## src/emx_pkg.sv

```systemverilog
// Constants, field positions and carriers for the extension control block.
// Assumes a 16-bit register set reached as aligned 32-bit AXI4-Lite words.
// How it works
// Extension control register resets to all zeros; added features start off.
// Shared mode: timer control bit 6 enables both timer compare outputs.
// Shared mode: compare control bit 9 enables all three full-compare units.
// Shared mode: per-output and per-trip enable bits are ignored.
// Shared mode: with the protect mask set, protect flag disables all compare outputs together.
// Shared mode: protect mask gates interrupt and direct protect path.
// Independent mode: timer bits 5,4 and compare bits 7:5 enable outputs.
// Independent mode: timer bits 12,11, compare bits 2:0 enable trips.
// Independent mode: any enabled low trip sets the protect flag.
// Independent mode: protect mask only enables the interrupt.
// Qualifier off: index input passes through unchanged.
// Qualifier on: index passes only while both phases high, else low.
// Index enable clear: index edges never clear timer 2.
// Index enable set: qualified rising index edge clears timer 2.
// Conversion output on: each event drives a 32-cycle low pulse.
// Conversion output off: external conversion pin floats.
// Internal converter trigger ignores the conversion output enable.
// Shared mode, mask set: protect input low floats outputs; compare control bit 8 shows it.
// Software uses 16-bit accesses only; upper halfword is ignored.
// Extension control bits 15:4 read zero and ignore writes.
package emx_pkg;

  // Word byte offsets on the register bus
  localparam logic [7:0] OFS_EXT  = 8'h00;
  localparam logic [7:0] OFS_TCR  = 8'h04;
  localparam logic [7:0] OFS_CCR  = 8'h08;
  localparam logic [7:0] OFS_FLAG = 8'h0C;
  localparam logic [7:0] OFS_MASK = 8'h10;

  // Extension control fields
  localparam int unsigned EXT_INDEP = 0;
  localparam int unsigned EXT_QUAL  = 1;
  localparam int unsigned EXT_IDXEN = 2;
  localparam int unsigned EXT_SOCOE = 3;
  localparam int unsigned EXT_USED  = 4;

  // Timer and compare control fields
  localparam int unsigned TCR_SHARED  = 6;
  localparam int unsigned TCR_OEN_LO  = 4;
  localparam int unsigned TCR_TRIP_LO = 11;
  localparam int unsigned CCR_SHARED  = 9;
  localparam int unsigned CCR_OEN_LO  = 5;
  localparam int unsigned CCR_TRIP_LO = 0;
  localparam int unsigned CCR_PDP     = 8;
  localparam int unsigned FLAG_PROT   = 0;

  // Reset values
  localparam logic [15:0] EXT_RST  = 16'h0000;
  localparam logic [15:0] TCR_RST  = 16'h0000;
  localparam logic [15:0] CCR_RST  = 16'h0000;
  localparam logic [15:0] FLAG_RST = 16'h0000;
  localparam logic [15:0] MASK_RST = 16'h0000;

  // Conversion pulse: width in peripheral clocks, which is aclk here
  localparam int unsigned SOC_PULSE_HSP = 32;
  localparam logic [5:0]  SOC_PULSE_CYC = 6'(SOC_PULSE_HSP);

  localparam logic [1:0] RESP_OKAY   = 2'h0;
  localparam logic [1:0] RESP_SLVERR = 2'h2;

  typedef struct packed {
    logic idx;
    logic phase_b;
    logic phase_a;
  } emx_enc_s;

  // Active-low trip pins; bit 0 doubles as the protect input
  typedef struct packed {
    logic [2:0] c_trip_n;
    logic       t2_trip_n;
    logic       t1_pdp_n;
  } emx_trip_s;

endpackage : emx_pkg

```

## src/emx_sync.sv

```systemverilog
// Two-stage synchroniser for asynchronous pin levels.
// Assumes inputs are levels from outside the aclk domain.
`timescale 1ns/1ns
`default_nettype none
module emx_sync #(
  parameter int unsigned W = 8
) (
  // Clock and reset
  input  wire logic         aclk,
  input  wire logic         aresetn,
  // Pin levels
  input  wire logic [W-1:0] pin_in,
  output logic      [W-1:0] pin_sync
);

  logic [W-1:0] meta_ff;
  logic [W-1:0] sync_ff;

  // Reset to high: pins are idle-high active-low inputs
  always_ff @(posedge aclk)
  begin
    if (!aresetn)
    begin
      meta_ff <= '1;
      sync_ff <= '1;
    end
    else
    begin
      meta_ff <= pin_in;
      sync_ff <= meta_ff;
    end
  end

  assign pin_sync = sync_ff;

endmodule : emx_sync
`default_nettype wire

```

## src/emx_soc_pulse.sv

```systemverilog
// Retriggerable low-pulse timer for the external conversion start.
// Assumes start is a one-cycle pulse on aclk.
`timescale 1ns/1ns
`default_nettype none
module emx_soc_pulse (
  // Clock and reset
  input  wire logic aclk,
  input  wire logic aresetn,
  // Control
  input  wire logic start,
  output logic      busy
);

  logic [5:0] cnt_ff;
  logic [5:0] nxt_cnt;

  // A new event restarts the full width rather than merging
  assign nxt_cnt = start ? emx_pkg::SOC_PULSE_CYC
                 : (cnt_ff != 6'h00) ? cnt_ff - 6'h01 : 6'h00;

  always_ff @(posedge aclk)
  begin
    if (!aresetn)
      cnt_ff <= 6'h00;
    else
      cnt_ff <= nxt_cnt;
  end

  assign busy = (cnt_ff != 6'h00);

endmodule : emx_soc_pulse
`default_nettype wire

```

## src/emx_top.sv

```systemverilog
// Extension control: output and trip gating, index qualifier, conversion pin.
// Assumes an AXI4-Lite master on aclk and asynchronous encoder and trip pins.
`timescale 1ns/1ns
`default_nettype none
module emx_top (
  // Clock and reset
  input  wire logic        aclk,
  input  wire logic        aresetn,
  // AXI4-Lite write address
  input  wire logic [7:0]  awaddr,
  input  wire logic [2:0]  awprot,
  input  wire logic        awvalid,
  output logic             awready,
  // AXI4-Lite write data and response
  input  wire logic [31:0] wdata,
  input  wire logic [3:0]  wstrb,
  input  wire logic        wvalid,
  output logic             wready,
  output logic [1:0]       bresp,
  output logic             bvalid,
  input  wire logic        bready,
  // AXI4-Lite read
  input  wire logic [7:0]  araddr,
  input  wire logic [2:0]  arprot,
  input  wire logic        arvalid,
  output logic             arready,
  output logic [31:0]      rdata,
  output logic [1:0]       rresp,
  output logic             rvalid,
  input  wire logic        rready,
  // Encoder pins
  input  wire logic        encoder_phase_a,
  input  wire logic        encoder_phase_b,
  input  wire logic        encoder_index_input,
  // Trip pins, active low
  input  wire logic        power_drive_protect_input_n,
  input  wire logic        t2_trip_n,
  input  wire logic [2:0]  c_trip_n,
  // Raw compare waveforms from the timers and compare units
  input  wire logic [1:0]  timer_cmp_raw,
  input  wire logic [5:0]  pwm_raw,
  // Compare pins
  output logic [1:0]       timer_cmp_out,
  output logic [1:0]       timer_cmp_oe_n,
  output logic [5:0]       pwm_out,
  output logic [5:0]       pwm_oe_n,
  output logic             protect_irq,
  // Index to capture and timer 2
  output logic             third_capture_input,
  output logic             timer2_clear,
  // Conversion start
  input  wire logic        conv_event,
  output logic             internal_conv_trigger,
  output logic             external_conv_start_pin_o,
  output logic             external_conv_start_pin_oe_n
);

  logic [15:0] ext_ff;
  logic [15:0] tcr_ff;
  logic [15:0] ccr_ff;
  logic [15:0] flag_ff;
  logic [15:0] mask_ff;
  logic        bvalid_ff;
  logic [1:0]  bresp_ff;
  logic        rvalid_ff;
  logic [1:0]  rresp_ff;
  logic [31:0] rdata_ff;
  logic        qual_prev_ff;
  logic        idx_out_ff;
  logic        t2clr_ff;
  logic        int_trig_ff;
  logic        soc_pin_ff;
  logic        soc_oe_n_ff;
  logic [1:0]  tmr_out_ff;
  logic [1:0]  tmr_oe_n_ff;
  logic [5:0]  pwm_out_ff;
  logic [5:0]  pwm_oe_n_ff;

  // Pin synchronisation
  emx_pkg::emx_enc_s  enc_pins;
  emx_pkg::emx_enc_s  enc_s;
  emx_pkg::emx_trip_s trip_pins;
  emx_pkg::emx_trip_s trip_s;
  logic [7:0]         pins_sync;

  assign enc_pins  = '{idx: encoder_index_input,
                       phase_b: encoder_phase_b,
                       phase_a: encoder_phase_a};
  assign trip_pins = '{c_trip_n: c_trip_n,
                       t2_trip_n: t2_trip_n,
                       t1_pdp_n: power_drive_protect_input_n};

  emx_sync #(
    .W (8)
  ) u_sync (
    .aclk     (aclk),
    .aresetn  (aresetn),
    .pin_in   ({enc_pins, trip_pins}),
    .pin_sync (pins_sync)
  );

  assign {enc_s, trip_s} = pins_sync;

  // Bus decode
  wire wr_go = awvalid & wvalid & ~bvalid_ff;
  wire rd_go = arvalid & ~rvalid_ff;
  wire [7:0] wa = {awaddr[7:2], 2'h0};
  wire [7:0] ra = {araddr[7:2], 2'h0};
  wire wa_ext  = (wa == emx_pkg::OFS_EXT);
  wire wa_tcr  = (wa == emx_pkg::OFS_TCR);
  wire wa_ccr  = (wa == emx_pkg::OFS_CCR);
  wire wa_flag = (wa == emx_pkg::OFS_FLAG);
  wire wa_mask = (wa == emx_pkg::OFS_MASK);
  wire wa_hit  = wa_ext | wa_tcr | wa_ccr | wa_flag | wa_mask;

  // Only the low halfword lanes reach the 16-bit registers
  wire [15:0] bmask = {{8{wstrb[1]}}, {8{wstrb[0]}}};
  wire [15:0] wd = wdata[15:0];

  function automatic logic [15:0] merge(input logic [15:0] old,
                                        input logic [15:0] d,
                                        input logic [15:0] m);
    merge = (old & ~m) | (d & m);
  endfunction : merge

  wire [15:0] nxt_ext = merge(ext_ff, wd, bmask)
                        & 16'h000F;

  // Mode and control
  wire indep  = ext_ff[emx_pkg::EXT_INDEP];
  wire qual   = ext_ff[emx_pkg::EXT_QUAL];
  wire idx_en = ext_ff[emx_pkg::EXT_IDXEN];
  wire soc_oe = ext_ff[emx_pkg::EXT_SOCOE];

  // Trip evaluation; a low pin is an active trip
  wire [4:0] trip_lo = ~trip_s;
  wire [4:0] trip_en = {ccr_ff[emx_pkg::CCR_TRIP_LO +: 3],
                        tcr_ff[emx_pkg::TCR_TRIP_LO +: 2]};
  wire [4:0] act_trip = trip_lo & trip_en;
  wire prot_mask = mask_ff[emx_pkg::FLAG_PROT];
  wire prot_flag = flag_ff[emx_pkg::FLAG_PROT];

  // Shared mode flags on the protect pin only
  wire flag_set = indep ? |act_trip
                        : trip_lo[0];
  wire flag_clr = wr_go & wa_flag & wstrb[0]
                  & wdata[emx_pkg::FLAG_PROT];
  // Set wins so a trip in the clearing cycle is not lost
  wire nxt_flag = flag_set | (prot_flag & ~flag_clr);

  // Mask gates flag and raw pin together in shared mode only
  wire legacy_kill = prot_mask & (prot_flag | trip_lo[0]);

  // Output enables
  logic [1:0] tmr_en;
  logic [5:0] pwm_en;

  genvar gi;
  generate
    for (gi = 0; gi < 2; gi++)
    begin : g_tmr
      // Reserved bits of the other mode are not looked at
      assign tmr_en[gi] = indep
        ? tcr_ff[emx_pkg::TCR_OEN_LO + gi] & ~act_trip[gi]
        : tcr_ff[emx_pkg::TCR_SHARED] & ~legacy_kill;
    end
    for (gi = 0; gi < 6; gi++)
    begin : g_pwm
      assign pwm_en[gi] = indep
        ? ccr_ff[emx_pkg::CCR_OEN_LO + gi / 2]
          & ~act_trip[2 + gi / 2]
        : ccr_ff[emx_pkg::CCR_SHARED] & ~legacy_kill;
    end
  endgenerate

  // Index qualifier
  wire qual_out = qual ? (enc_s.idx & enc_s.phase_a & enc_s.phase_b)
                       : enc_s.idx;
  wire idx_rise = qual_out & ~qual_prev_ff;
  wire nxt_t2clr = idx_en & idx_rise;

  // Conversion start
  logic soc_busy;
  wire soc_start = conv_event & soc_oe;

  emx_soc_pulse u_soc (
    .aclk    (aclk),
    .aresetn (aresetn),
    .start   (soc_start),
    .busy    (soc_busy)
  );

  // Read mux; bit 8 of compare control is the live protect pin
  wire [15:0] ccr_rd = {ccr_ff[15:9], trip_s[0], ccr_ff[7:0]};
  wire ra_hit = (ra == emx_pkg::OFS_EXT) | (ra == emx_pkg::OFS_TCR)
              | (ra == emx_pkg::OFS_CCR) | (ra == emx_pkg::OFS_FLAG)
              | (ra == emx_pkg::OFS_MASK);
  wire [15:0] rd_word =
      (ra == emx_pkg::OFS_EXT)  ? ext_ff  :
      (ra == emx_pkg::OFS_TCR)  ? tcr_ff  :
      (ra == emx_pkg::OFS_CCR)  ? ccr_rd  :
      (ra == emx_pkg::OFS_FLAG) ? flag_ff :
      (ra == emx_pkg::OFS_MASK) ? mask_ff : 16'h0000;

  // Registers
  always_ff @(posedge aclk)
  begin
    if (!aresetn)
    begin
      ext_ff  <= emx_pkg::EXT_RST;
      tcr_ff  <= emx_pkg::TCR_RST;
      ccr_ff  <= emx_pkg::CCR_RST;
      flag_ff <= emx_pkg::FLAG_RST;
      mask_ff <= emx_pkg::MASK_RST;
    end
    else
    begin
      if (wr_go & wa_ext)
        ext_ff <= nxt_ext;
      if (wr_go & wa_tcr)
        tcr_ff <= merge(tcr_ff, wd, bmask);
      if (wr_go & wa_ccr)
        ccr_ff <= merge(ccr_ff, wd, bmask);
      if (wr_go & wa_mask)
        mask_ff <= merge(mask_ff, wd, bmask);
      flag_ff[emx_pkg::FLAG_PROT] <= nxt_flag;
    end
  end

  // Bus responses
  always_ff @(posedge aclk)
  begin
    if (!aresetn)
    begin
      bvalid_ff <= 1'b0;
      bresp_ff  <= emx_pkg::RESP_OKAY;
      rvalid_ff <= 1'b0;
      rresp_ff  <= emx_pkg::RESP_OKAY;
      rdata_ff  <= 32'h0000_0000;
    end
    else
    begin
      if (wr_go)
      begin
        bvalid_ff <= 1'b1;
        bresp_ff  <= wa_hit ? emx_pkg::RESP_OKAY : emx_pkg::RESP_SLVERR;
      end
      else if (bready)
        bvalid_ff <= 1'b0;
      if (rd_go)
      begin
        rvalid_ff <= 1'b1;
        rresp_ff  <= ra_hit ? emx_pkg::RESP_OKAY : emx_pkg::RESP_SLVERR;
        rdata_ff  <= {16'h0000, rd_word};
      end
      else if (rready)
        rvalid_ff <= 1'b0;
    end
  end

  // Pin-side outputs
  always_ff @(posedge aclk)
  begin
    if (!aresetn)
    begin
      // Sync stages reset high; start high so no false index edge
      qual_prev_ff <= 1'b1;
      idx_out_ff   <= 1'b0;
      t2clr_ff     <= 1'b0;
      int_trig_ff  <= 1'b0;
      soc_pin_ff   <= 1'b1;
      soc_oe_n_ff  <= 1'b1;
      tmr_out_ff   <= 2'h0;
      tmr_oe_n_ff  <= 2'h3;
      pwm_out_ff   <= 6'h00;
      pwm_oe_n_ff  <= 6'h3F;
    end
    else
    begin
      qual_prev_ff <= qual_out;
      idx_out_ff   <= qual_out;
      t2clr_ff     <= nxt_t2clr;
      int_trig_ff  <= conv_event;
      soc_pin_ff   <= ~soc_busy;
      soc_oe_n_ff  <= ~soc_oe;
      tmr_out_ff   <= timer_cmp_raw;
      tmr_oe_n_ff  <= ~tmr_en;
      pwm_out_ff   <= pwm_raw;
      pwm_oe_n_ff  <= ~pwm_en;
    end
  end

  assign awready = wr_go;
  assign wready  = wr_go;
  assign bvalid  = bvalid_ff;
  assign bresp   = bresp_ff;
  assign arready = rd_go;
  assign rvalid  = rvalid_ff;
  assign rresp   = rresp_ff;
  assign rdata   = rdata_ff;

  assign timer_cmp_out  = tmr_out_ff;
  assign timer_cmp_oe_n = tmr_oe_n_ff;
  assign pwm_out        = pwm_out_ff;
  assign pwm_oe_n       = pwm_oe_n_ff;
  // Mask is an interrupt enable in both modes
  assign protect_irq    = prot_flag & prot_mask;

  assign third_capture_input          = idx_out_ff;
  assign timer2_clear                 = t2clr_ff;
  assign internal_conv_trigger        = int_trig_ff;
  assign external_conv_start_pin_o    = soc_pin_ff;
  assign external_conv_start_pin_oe_n = soc_oe_n_ff;

  // Checks
  logic [6:0] soc_run_ff;

  always_ff @(posedge aclk)
  begin
    if (!aresetn)
      soc_run_ff <= 7'h00;
    else if (soc_start)
      soc_run_ff <= 7'h00;
    else if (soc_busy)
      soc_run_ff <= soc_run_ff + 7'h01;
  end
endmodule : emx_top
`default_nettype wire

```

## config.mk

```make
export PLATFORM = sky130hd
export DESIGN_NAME = emx_top
export DESIGN_NICKNAME = d
export VERILOG_FILES = /design/src/emx_pkg.sv /design/src/emx_sync.sv /design/src/emx_soc_pulse.sv /design/src/emx_top.sv
export SDC_FILE = /design/constraint.sdc
export NUM_CORES = 1
export LEC_CHECK = 0
export ABC_AREA = 1
export BUFFER_PORTS_ARGS = -buffer_cell sky130_fd_sc_hd__buf_4
export CAP_MARGIN = 25
export CORE_UTILIZATION = 51
export DETAILED_ROUTE_END_ITERATION = 8
export PLACE_DENSITY = 0.84
export RECOVER_POWER = 100
export SETUP_SLACK_MARGIN = 0.05
export SYNTH_ARGS = -nofsm -noshare
export SYNTH_HDL_FRONTEND = slang
export SYNTH_SLANG_ARGS = --single-unit
```

## constraint.sdc

```tcl
create_clock -name aclk -period 1.7 [get_ports aclk]
set_clock_uncertainty 0.15 [all_clocks]
set_input_delay 0.255 -clock aclk [delete_from_list [all_inputs] [get_ports aclk]]
set_output_delay 0.255 -clock aclk [all_outputs]
set_load 0.02 [all_outputs]
```

; ---- Word level (Yosys, flattened, before mapping)
; Index checks and enable logic that the tools add are counted.
[totals]
ff_bits = 119
input_bits = 82
output_inout_bits = 63
elab_cells = 122
[op_classes]
n_reduce_logical = 7
n_addsub = 1
n_mux = 20
n_bitwise = 62
n_eq_ne = 8
[ops]
columns = cell, n
row1 = $mux 16, 5
row2 = $and 16x16->16, 4
row3 = $or 16x16->16, 3
row4 = $and 1x1->1, 25
row5 = $eq 6x2->1 const B, 4
row6 = $logic_not 8->1, 2
row7 = $not 16->16, 1
row8 = $not 1->1, 13
row9 = $eq 6x1->1 const B, 2
row10 = $eq 6x3->1 const B, 2
row11 = $mux 6, 2
row12 = $mux 1, 11
row13 = $or 1x1->1, 10
row14 = $not 6->6, 1
row15 = $reduce_bool 6->1, 1
row16 = $sub 6x1->6 const B, 1
row17 = $and 5x5->5, 1
row18 = $not 5->5, 1
row19 = $reduce_or 5->1, 1
row20 = $and 4x4->4, 1
row21 = $mux 2, 2
row22 = $or 4x4->4, 1
row23 = $reduce_bool 2->1, 2
row24 = $reduce_or 3->1, 1
row25 = $not 2->2, 1

; ---- Depth between registers and ports, before layout
; Gate-level depths: netlist (run 1).
[logic_depth]
ltp_word = 8
ltp_mapped = 9
ltp_nobuf = 8

; ---- By module
; From an unflattened synthesis (run 1), not the netlist that was laid out.
[hier_totals]
hier_cells = 678
hier_area_um2 = 4864.7
[by_module_without_submodules]
columns = module, area_per_inst_um2, n_inst, cells_per_inst
row1 = emx_top, 4082.7, 1, 592
row2 = emx_sync, 479.2, 1, 50
row3 = emx_soc_pulse, 302.8, 1, 36

; ---- Worst setup path before layout (run 1)
; Ideal clock, no wire load.
[synth_timing]
path_type = register -> register
startpoint = register rvalid_ff, in the netlist rvalid
endpoint = register rdata_ff[3], in the netlist rdata[3]
n_path_buf = 1
setup_time_ns = 0.070
t_required_ns = 1.480
arrival_ns = 1.488
synth_period_minus_slack_ns = 1.708
slack_ns = -0.008
path_stages_with_launch = 7
path_cell_list = dfxtp_1 > nor2_1 > inv_1 > clkbuf_1 > nor3_1 > a21oi_1 > a21oi_1
[synth_between]
elab_chain_cells = 2
[synth_rtl]
columns = element, line
row1 = from (decl), emx_top.sv:65  ; logic rvalid_ff;
row2 = from (signal assigned), emx_top.sv:237  ; rvalid_ff <= 1'b0;
row3 = from (signal assigned), emx_top.sv:252  ; rvalid_ff <= 1'b1;
row4 = from (signal assigned), emx_top.sv:257  ; rvalid_ff <= 1'b0;
row5 = $not 1->1, emx_top.sv:106  ; wire rd_go = arvalid & ~rvalid_ff;
row6 = $and 1x1->1, emx_top.sv:106
row7 = named net arready, emx_top.sv:26  ; output logic arready,
row8 = to (signal assigned), emx_top.sv:254  ; rdata_ff <= {16'h0000, rd_word};
row9 = to (decl), emx_top.sv:67  ; logic [31:0] rdata_ff;
; The timed path passes the listed nets, and every way through them passes these cells.
; A chain may end at the register's enable or synchronous reset.

; ---- Final worst setup path (run 1)
[layout_timing]
startpoint = register bvalid_ff, in the netlist bvalid
endpoint = output wready
[layout_between]
elab_chain_cells = 2
[layout_rtl]
columns = element, line
row1 = from (decl), emx_top.sv:63  ; logic bvalid_ff;
row2 = from (signal assigned), emx_top.sv:235  ; bvalid_ff <= 1'b0;
row3 = from (signal assigned), emx_top.sv:245  ; bvalid_ff <= 1'b1;
row4 = from (signal assigned), emx_top.sv:249  ; bvalid_ff <= 1'b0;
row5 = $not 1->1, emx_top.sv:105  ; wire wr_go = awvalid & wvalid & ~bvalid_ff;
row6 = $and 1x1->1, emx_top.sv:105
row7 = to (decl), emx_top.sv:18  ; output logic wready,
; No other way between the ends.

==> results of run 1 <==
cells in the final DEF (no fill, tap or decap), types with 2 or more instances in the layout:
cell           count
a211oi_1           8
a21oi_1           57
buf_12             2
buf_4             63
bufinv_16          4
clkbuf_1          45
clkbuf_16         16
clkbuf_4          17
clkbuf_8           4
clkinv_2           4
conb_1            18
dfxtp_1          112
dlygate4sd3_1     45
ha_1               2
inv_1             58
inv_2              3
nand2_1          139
nand2_2            4
nand3_1           16
nand3_2            6
nand4_1           25
nor2_1            68
nor2_2             5
nor2_4             5
nor3_1            13
nor3_4             2
o211ai_1          10
o21ai_0           16
or2_2             20
worst reg2reg max path, delay by kind of cell, from the launching register on:
| kind | cells | cell delay [ns] |
|---|---|---|
| DFF | 1 | 0.34 |
| buffers and inverters | 1 | 0.14 |
| AOI/OAI and AO/OA | 2 | 0.35 |
| and+or+nand+nor | 4 | 0.52 |
what timing repair did:
action / in CTS / in global routing
pin swaps: 1 / 6
gates resized for setup: 1 / 7
hold buffers: 45 / 0
setup buffers: 2 / 3
hold endpoints to repair: 76 / 0
endpoints found under the setup margin: 10 / 39
final timing paths:
check	start	endpoint	depth (start not counted)
min	wvalid	bvalid	5
max	bvalid	wready	3
min reg2reg	qual_prev_ff	timer2_clear	1
max reg2reg	bvalid	flop	7
routing by layer:
metal	up-vias	global-route usage, %	wire length [um]
met2	306	46.6	6500
met3	64	7.73	1200
met5	-	0	0
met4	0	14.4	587
met1	2192	34.8	5630
li1	2302	-	-
area by class of cell:
cell class / instances / area share (%)
Clock inverter: 10 / 2.37
Multi-Input combinational cell: 422 / 31.4
Clock buffer: 22 / 7.02
Sequential cell: 113 / 34.3
Inverter: 63 / 3.63
Timing Repair Buffer: 171 / 19.1
Tap cell: 111 / 2.11
power groups by stage:
stage               sequential [mW]  clock, mW  combinational [mW]
global placement               2.87          0               0.722
floorplan                      2.90          0               0.465
detailed placement             2.87          0               0.755
finish                         2.82       3.69               0.867
CTS                            2.82       3.70               0.853
global route                   2.82       3.83               0.936
logic make-up after synthesis:
family	synth area share, %
buffers and inverters	11.7
flip-flops	46.9
other	0.0778
XOR/XNOR	0.364
adder cells (fa/ha/maj)	0.519
AND/OR/NAND/NOR	29.8
AO/OA/AOI/OAI	10.6
per-stage QoR:
step                hold slack [ns]  setup TNS (ns)  utilization (%)
floorplan                     0.198               0                -
global placement              0.235               0             61.5
detailed placement            0.243        -0.00502             61.5
CTS                          0.0263               0             73.3
global route                 0.0645               0             71.7
finish                       0.0474               0             71.7
==> flow_metrics.tcl, run 1 <==
set metrics [dict create \
    status "complete, no violations" \
    dpl-instance-area_um2 5660 \
    grt_usage_pct 28.6 \
    coreArea_um2 9200 \
    power.density_nw_per_um2 1120 \
    synthTopCellsByCount "139 x nand2_1, 113 x dfxtp_1, 69 x nor2_1" \
    cp_top_family "flip-flops" \
    synth.cell_area_um2 4820 \
    cts_sinks 113 \
    hold_viol 0 \
    drive_above_1_share_pct 20.2 \
    ff_latch_area_um2 2260 \
    insertion_delay_ns 0.51 \
    wl_um 13900 \
    cp-end-kind "output port" \
    cp_common_cell "buf_4" \
    swShare_pct 24.0 \
    dp_cells 830 \
    yosys_warnings 0 \
    critPathRequiredTime_ns 1.29 \
    grt_max_degree 47 \
    seq_area_frac_synth_pct 46.9 \
    grt_pass1_wl_um 21900 \
    worst_path_max_delay_cell "dfxtp_2" \
    r2r_slack_ns 0.08 \
    io_pins 145 \
    clk_pin_slew_ns 0.05 \
    dieArea_um2 9840 \
    final_nets 872 \
    post-synth-top-area-cell "dfxtp_1" \
    criticalPathCategory "flop to output port" \
    rows 35 \
    hp-class "primary input to flop" \
    gr-total-overflow 0 \
    ys_types 32 \
    yosysMostFrequentCell "nand2_1" \
    finalNonFillerCells 912 \
    p_leak_nw 2.86 \
    antenna_found_initial 0 \
    synthFlopType "dfxtp_1" \
    design_area_um2 6590 \
    gp_congestion 0.868 \
    fin_ws_ns 0.0793 \
    netSwitchingPower_mw 1.77 \
    critical_path_arrival_ns 1.22 \
    worstSetupStartpointType "flop" \
    report.final.setup_viol 0 \
    numCtsBuffers 17 \
    hpwl_um 8540 \
    multi_input_comb_area_um2 2070 \
    initial_core_util_pct 52.4 \
    ant_nets 0 \
    worst-path-max-fanout 3 \
    vias 4864 \
    finalMaxSlewViolations 0 \
    io_buffer_count 98 \
    cp_cell_sequence "nor2_4 -> buf_4 -> buf_4" \
    synth_edf_count 0 \
    path_buf_inv 2 \
    pre_cts_slack_ns -0.00502 \
    htree_levels 4 \
    area_growth_pct 36.7 \
    dr.pass1.iters 5 \
    period_share_pct 95.3 \
    slowest_delay_ns 0.34 \
    slew_headroom_pct 66.5 \
    async_flop_share_pct 0 \
    die_y_um 99.2 \
    antenna-diode-count 0 \
    die_w_um 99.2 \
    p_comb_share_pct 11.8 \
    ys_ff_latch 113 \
    clockPowerShare_pct 50.0 \
    tightest_slew_ns 0.502 \
    drc 0 \
    cts_buffer_depth 2 \
    fmax_ghz 0.617 \
    yosysTopAreaCellShare_pct 46.9 \
    period_needed_ns 1.62 \
    synthTopCellsByArea "dfxtp_1 47%, nand2_1 11%, a21oi_1 5.9%" \
    fillCellCount 681 \
    p_seq_share_pct 38.2 \
    wl_per_cell_um 15.3 \
    drv_cap 0 \
    synth_area_per_cell_um2 7.65 \
    cts_tree "built" \
    internal-power_mw 5.60 \
    syn_inst 630 \
    irDropWorstVdd_mv 0.644 \
    first_iter_violations 455 \
    vias_per_cell 5.33 \
    root_buffer "clkbuf_8" \
    power_mw 7.38 \
    grt_pass1_vias 4648 \
    rsz0062_at_grt "true" \
]
(Power assumes the default switching activity.)
==> run 2, diff against run 1 <==
- CORE_UTILIZATION: 51 -> 53
- CTS_BUF_LIST: not set -> sky130_fd_sc_hd__clkbuf_8
- CTS_CLUSTER_SIZE: not set -> 25
- PLACE_DENSITY: 0.84 -> 0.87
- TNS_END_PERCENT: not set -> 10
==> flow_metrics.tcl, run 2 (same netlist as run 1, synthesis figures left out) <==
set metrics [dict create \
    vias_per_cell 5.28 \
    tightest_slew_ns 0.558 \
    power.density_nw_per_um2 1030 \
    dr.pass1.iters 5 \
    final_cell_mix "141 x nand2_1, 113 x dfxtp_1, 67 x nor2_1" \
    final_nets 865 \
    io_buffer_count 98 \
    internal-power_mw 4.87 \
    insertion_delay_ns 0.43 \
    io_pins 145 \
    critical_path_arrival_ns 1.23 \
    worst-path-max-fanout 4 \
    antenna_found_initial 0 \
    setup_tns_ns 0 \
    worstRegToRegCells 6 \
    p_leak_nw 2.76 \
    root_buffer "clkbuf_8" \
    p_seq_share_pct 43.1 \
    fmax_ghz 0.612 \
    hold_depth 4 \
    grt_usage_pct 28.3 \
    p_comb_share_pct 12.3 \
    hp-start "awaddr[3]" \
    rsz0062_at_grt "true" \
    irDropWorstVdd_mv 0.506 \
    numCtsBuffers 17 \
    dieArea_um2 9480 \
    netSwitchingPower_mw 1.66 \
    drive_above_1_share_pct 20.0 \
    path_buf_inv 2 \
    initial_core_util_pct 55.0 \
    clockPowerShare_pct 44.6 \
    mostFrequentLayoutCell "nand2_1" \
    antenna-diode-count 0 \
    die_w_um 97.4 \
    wl_per_cell_um 14.7 \
    grt_pass1_vias 4644 \
    cts_sinks 113 \
    cp-end-kind "output port" \
    r2r_slack_ns 0.12 \
    design_area_um2 6310 \
    grt_max_degree 47 \
    slowest_delay_ns 0.35 \
    rr_startpoint "bvalid" \
    drc 0 \
    hold_viol 0 \
    period_share_pct 96.1 \
    cts_buffer_depth 2 \
    clk_pin_slew_ns 0.08 \
    slew_headroom_pct 62.8 \
    multi_input_comb_area_um2 2040 \
    criticalPathCategory "flop to output port" \
    worst_path_max_delay_cell "dfxtp_1" \
    grt_pass1_wl_um 21300 \
    ff_latch_area_um2 2260 \
    cp_top_family "flip-flops" \
    finalMaxSlewViolations 0 \
    cts_tree "built" \
    ant_nets 0 \
    gp_congestion 0.942 \
    fillCellCount 680 \
    swShare_pct 25.4 \
    period_needed_ns 1.63 \
    vias 4760 \
    critPathRequiredTime_ns 1.29 \
    coreArea_um2 8760 \
    hpwl_um 8840 \
    dpl-instance-area_um2 5740 \
    rows 34 \
    area_growth_pct 31.0 \
    die_y_um 97.4 \
    worstSetupStartpointType "flop" \
    status "complete, no violations" \
    report.final.setup_viol 0 \
    cp_cell_sequence "nor2_4 -> buf_4 -> clkbuf_2" \
    gr-total-overflow 0 \
    hp-class "primary input to flop" \
    wl_um 13200 \
    drv_cap 0 \
    first_iter_violations 383 \
    htree_levels 4 \
]
==> run 2: changes by cell type in the layout (fill, tap and decap cells not counted), sizes merged <==
cell and change:
bufinv +1, clkinv -1, clkbuf +1, dlygate4sd3 -10, inv +2, buf -2
clkinvlp +2
==> run 2: area by class of cell <==
type / instances / share of cell area [%]
Timing Repair Buffer: 164 / 18.7
Multi-Input combinational cell: 422 / 32.3
Clock buffer: 18 / 3.92
Clock inverter: 14 / 3.37
Tap cell: 108 / 2.14
Inverter: 63 / 3.74
Sequential cell: 113 / 35.8
==> run 2: worst max-delay path by stage <==
stage / start / to / slack (ns) / depth (start not counted)
2_1_floorplan: bvalid / flop / 0.07 / 7
3_3_place_gp: araddr[7] / rdata[0] / 0.16 / 9
3_5_place_dp: awaddr[3] / flop / 0.08 / 8
4_1_cts: bvalid / awready / 0.06 / 3
5_1_grt: bvalid / flop / 0.004 / 6
6_report: bvalid / wready / 0.07 / 3
==> run 2: per-layer routing <==
metal  wire length, um  part of all wire (%)  global-route usage, %  vias to the layer above
met5                 0                     0                      0                        -
met4               470                   3.5                   14.3                        0
met3              1040                   7.9                   5.97                       52
met2              6570                    50                   49.8                      260
met1              5160                    39                   32.3                     2158
li1                  -                     -                      -                     2290
==> run 2: tightest hold or removal path: cells and delay by family <==
family | cells | cell delay [ns]
buffers and inverters | 1 | 0.11
and+or+nand+nor | 2 | 0.12
AOI/OAI and AO/OA | 1 | 0.06
==> run 2: power groups by stage <==
stage	clock network, mW	logic [mW]	registers [mW]
final	2.91	0.802	2.82
after global routing	3.06	0.876	2.83
after CTS	2.93	0.836	2.82
after detailed placement	0	0.764	2.88
after global placement	0	0.732	2.87
after floorplan	0	0.465	2.90
==> run 2: what timing repair did <==
action                                 4_1_cts  5_1_grt
setup endpoints to repair                    0        7
buffers inserted                             0        0
hold buffers                                35        0
endpoints found under the hold margin       63        0
gates resized for setup                      0        2
==> run 2: per-stage QoR <==
stage / power, mW / worst slack, ns / hold WS [ns] / utilization, % / std cells
4_1_cts: 6.58 / 0.0622 / 0.0142 / 74.7 / 902
3_5_place_dp: 3.64 / 0.0761 / 0.242 / 65.5 / 835
5_1_grt: 6.76 / 0.00379 / 0.0183 / 72.1 / 902
2_1_floorplan: 3.37 / 0.0690 / 0.198 / - / 647
6_report: 6.53 / 0.0664 / 0.0167 / 72.1 / 902
3_3_place_gp: 3.60 / 0.161 / 0.233 / 65.5 / 835
==> run 3, diff against run 2 <==
--- a/constraint.sdc
+++ b/constraint.sdc
@@ -3,3 +3,3 @@
 set_input_delay 0.255 -clock aclk [delete_from_list [all_inputs] [get_ports aclk]]
 set_output_delay 0.255 -clock aclk [all_outputs]
-set_load 0.02 [all_outputs]
+set_load 0.05 [all_outputs]
==> flow_metrics.tcl, run 3 (same netlist as run 1, synthesis figures left out) <==
set metrics [dict create \
    status "complete, no violations" \
    power.density_nw_per_um2 958 \
    hold_viol 0 \
    cp-end-kind "output port" \
    antenna_found_initial 0 \
    die_y_um 97.4 \
    finalMaxSlewViolations 0 \
    drive_above_1_share_pct 25.3 \
    drc 0 \
    area_growth_pct 29.9 \
    ant_nets 0 \
    wl_um 12900 \
    critical_path_arrival_ns 1.23 \
    worstSetupStartpointType "flop" \
    grt_pass1_wl_um 21600 \
    coreArea_um2 8760 \
    slew_headroom_pct 36.0 \
    cts_sinks 113 \
    first_iter_violations 506 \
    antenna-diode-count 0 \
    mostFrequentLayoutCell "nand2_1" \
    worst-path-max-fanout 4 \
    irDropWorstVdd_mv 0.693 \
    startpoint "bvalid" \
    grt_max_degree 47 \
    cp_common_cell "buf_6" \
    vias_per_cell 5.32 \
    fillCellCount 658 \
    fmax_ghz 0.611 \
    hp-class "primary input to flop" \
    cts_tree "built" \
    hpwl_um 8760 \
    rsz0062_at_grt "true" \
    final_nets 862 \
    grt_pass1_vias 4588 \
    rows 34 \
    initial_core_util_pct 55.0 \
    ff_latch_area_um2 2270 \
    design_area_um2 6260 \
    hp-start "wstrb[1]" \
    rr_startpoint "bvalid" \
    numCtsBuffers 17 \
    io_buffer_count 98 \
    wl_per_cell_um 14.4 \
    tightest_slew_ns 0.960 \
    multi_input_comb_area_um2 2060 \
    dr.pass1.iters 5 \
    p_leak_nw 2.85 \
    slowest_delay_ns 0.36 \
    gr-total-overflow 0 \
    vias 4774 \
    clk_pin_slew_ns 0.07 \
    r2r_slack_ns 0.10 \
    period_share_pct 96.3 \
    dpl-instance-area_um2 5710 \
    critPathRequiredTime_ns 1.29 \
    drv_cap 0 \
    htree_levels 4 \
    cp_cell_sequence "nor2_4 -> buf_6 -> buf_6" \
    die_w_um 97.4 \
    io_pins 145 \
    dieArea_um2 9480 \
    insertion_delay_ns 0.43 \
    period_needed_ns 1.64 \
    root_buffer "clkbuf_8" \
    cts_buffer_depth 2 \
    final_cell_mix "140 x nand2_1, 111 x dfxtp_1, 68 x nor2_1" \
    worst_path_max_delay_cell "dfxtp_4" \
    report.final.setup_viol 0 \
    gp_congestion 0.916 \
    power_mw 5.99 \
    grt_usage_pct 28.4 \
    criticalPathCategory "flop to output port" \
]
-- run 3: through the flow --
| step | worst slack (ns) | TNS (ns) | utilization (%) | hold WS [ns] | instances |
|---|---|---|---|---|---|
| final | 0.0637 | 0 | 71.4 | 0.0229 | 898 |
| after detailed placement | 0.0930 | 0 | 65.1 | 0.244 | 832 |
| after floorplan | -0.0883 | -2.00 | - | 0.198 | 647 |
| after CTS | 0.0508 | 0 | 73.2 | 0.00487 | 898 |
| after global routing | 0.0115 | 0 | 71.4 | 0.0181 | 898 |
| after global placement | 0.164 | 0 | 65.1 | 0.233 | 832 |
-- run 3: final timing paths --
kind / to / cells past startpoint
min: flop / 3
max reg2reg: flop / 7
max: awready / 3
min reg2reg: timer2_clear / 1
-- run 3: area by class of cell --
cell class                      count  area share, %
Clock inverter                     13           1.58
Timing Repair Buffer              161           19.4
Inverter                           63           3.78
Multi-Input combinational cell    422           32.9
Clock buffer                       18           3.96
Sequential cell                   113           36.2
Tap cell                          108           2.16
-- run 3: routing by layer --
layer	vias to the layer above	track usage [%]	wire length [um]
met1	2171	31.4	4940
met5	-	0	0
met4	0	12.4	351
met3	48	7.12	928
met2	278	51.3	6670
li1	2277	-	-
-- run 3: where the power goes --
group          internal (mW)  switching (mW)  total, mW  leakage (nW)
clock                   1.15            1.07       2.22         0.182
sequential              2.76          0.0637       2.82         0.921
combinational          0.344           0.612      0.955          1.74
total                   4.25            1.74       5.99          2.85
-- run 3: worst max-delay path, delay by kind of cell, from the launching register on --
kind	cells	cell delay, ns
DFF	1	0.36
and+or+nand+nor	1	0.14
buffers and inverters	2	0.30
-- run 3: timing repair --
item | CTS | global route
setup endpoints to repair | 2 | 7
setup buffers | 0 | 0
hold endpoints to repair | 65 | 0
hold buffers | 35 | 0
resized for setup | 3 | 0
gates cloned | 0 | 0
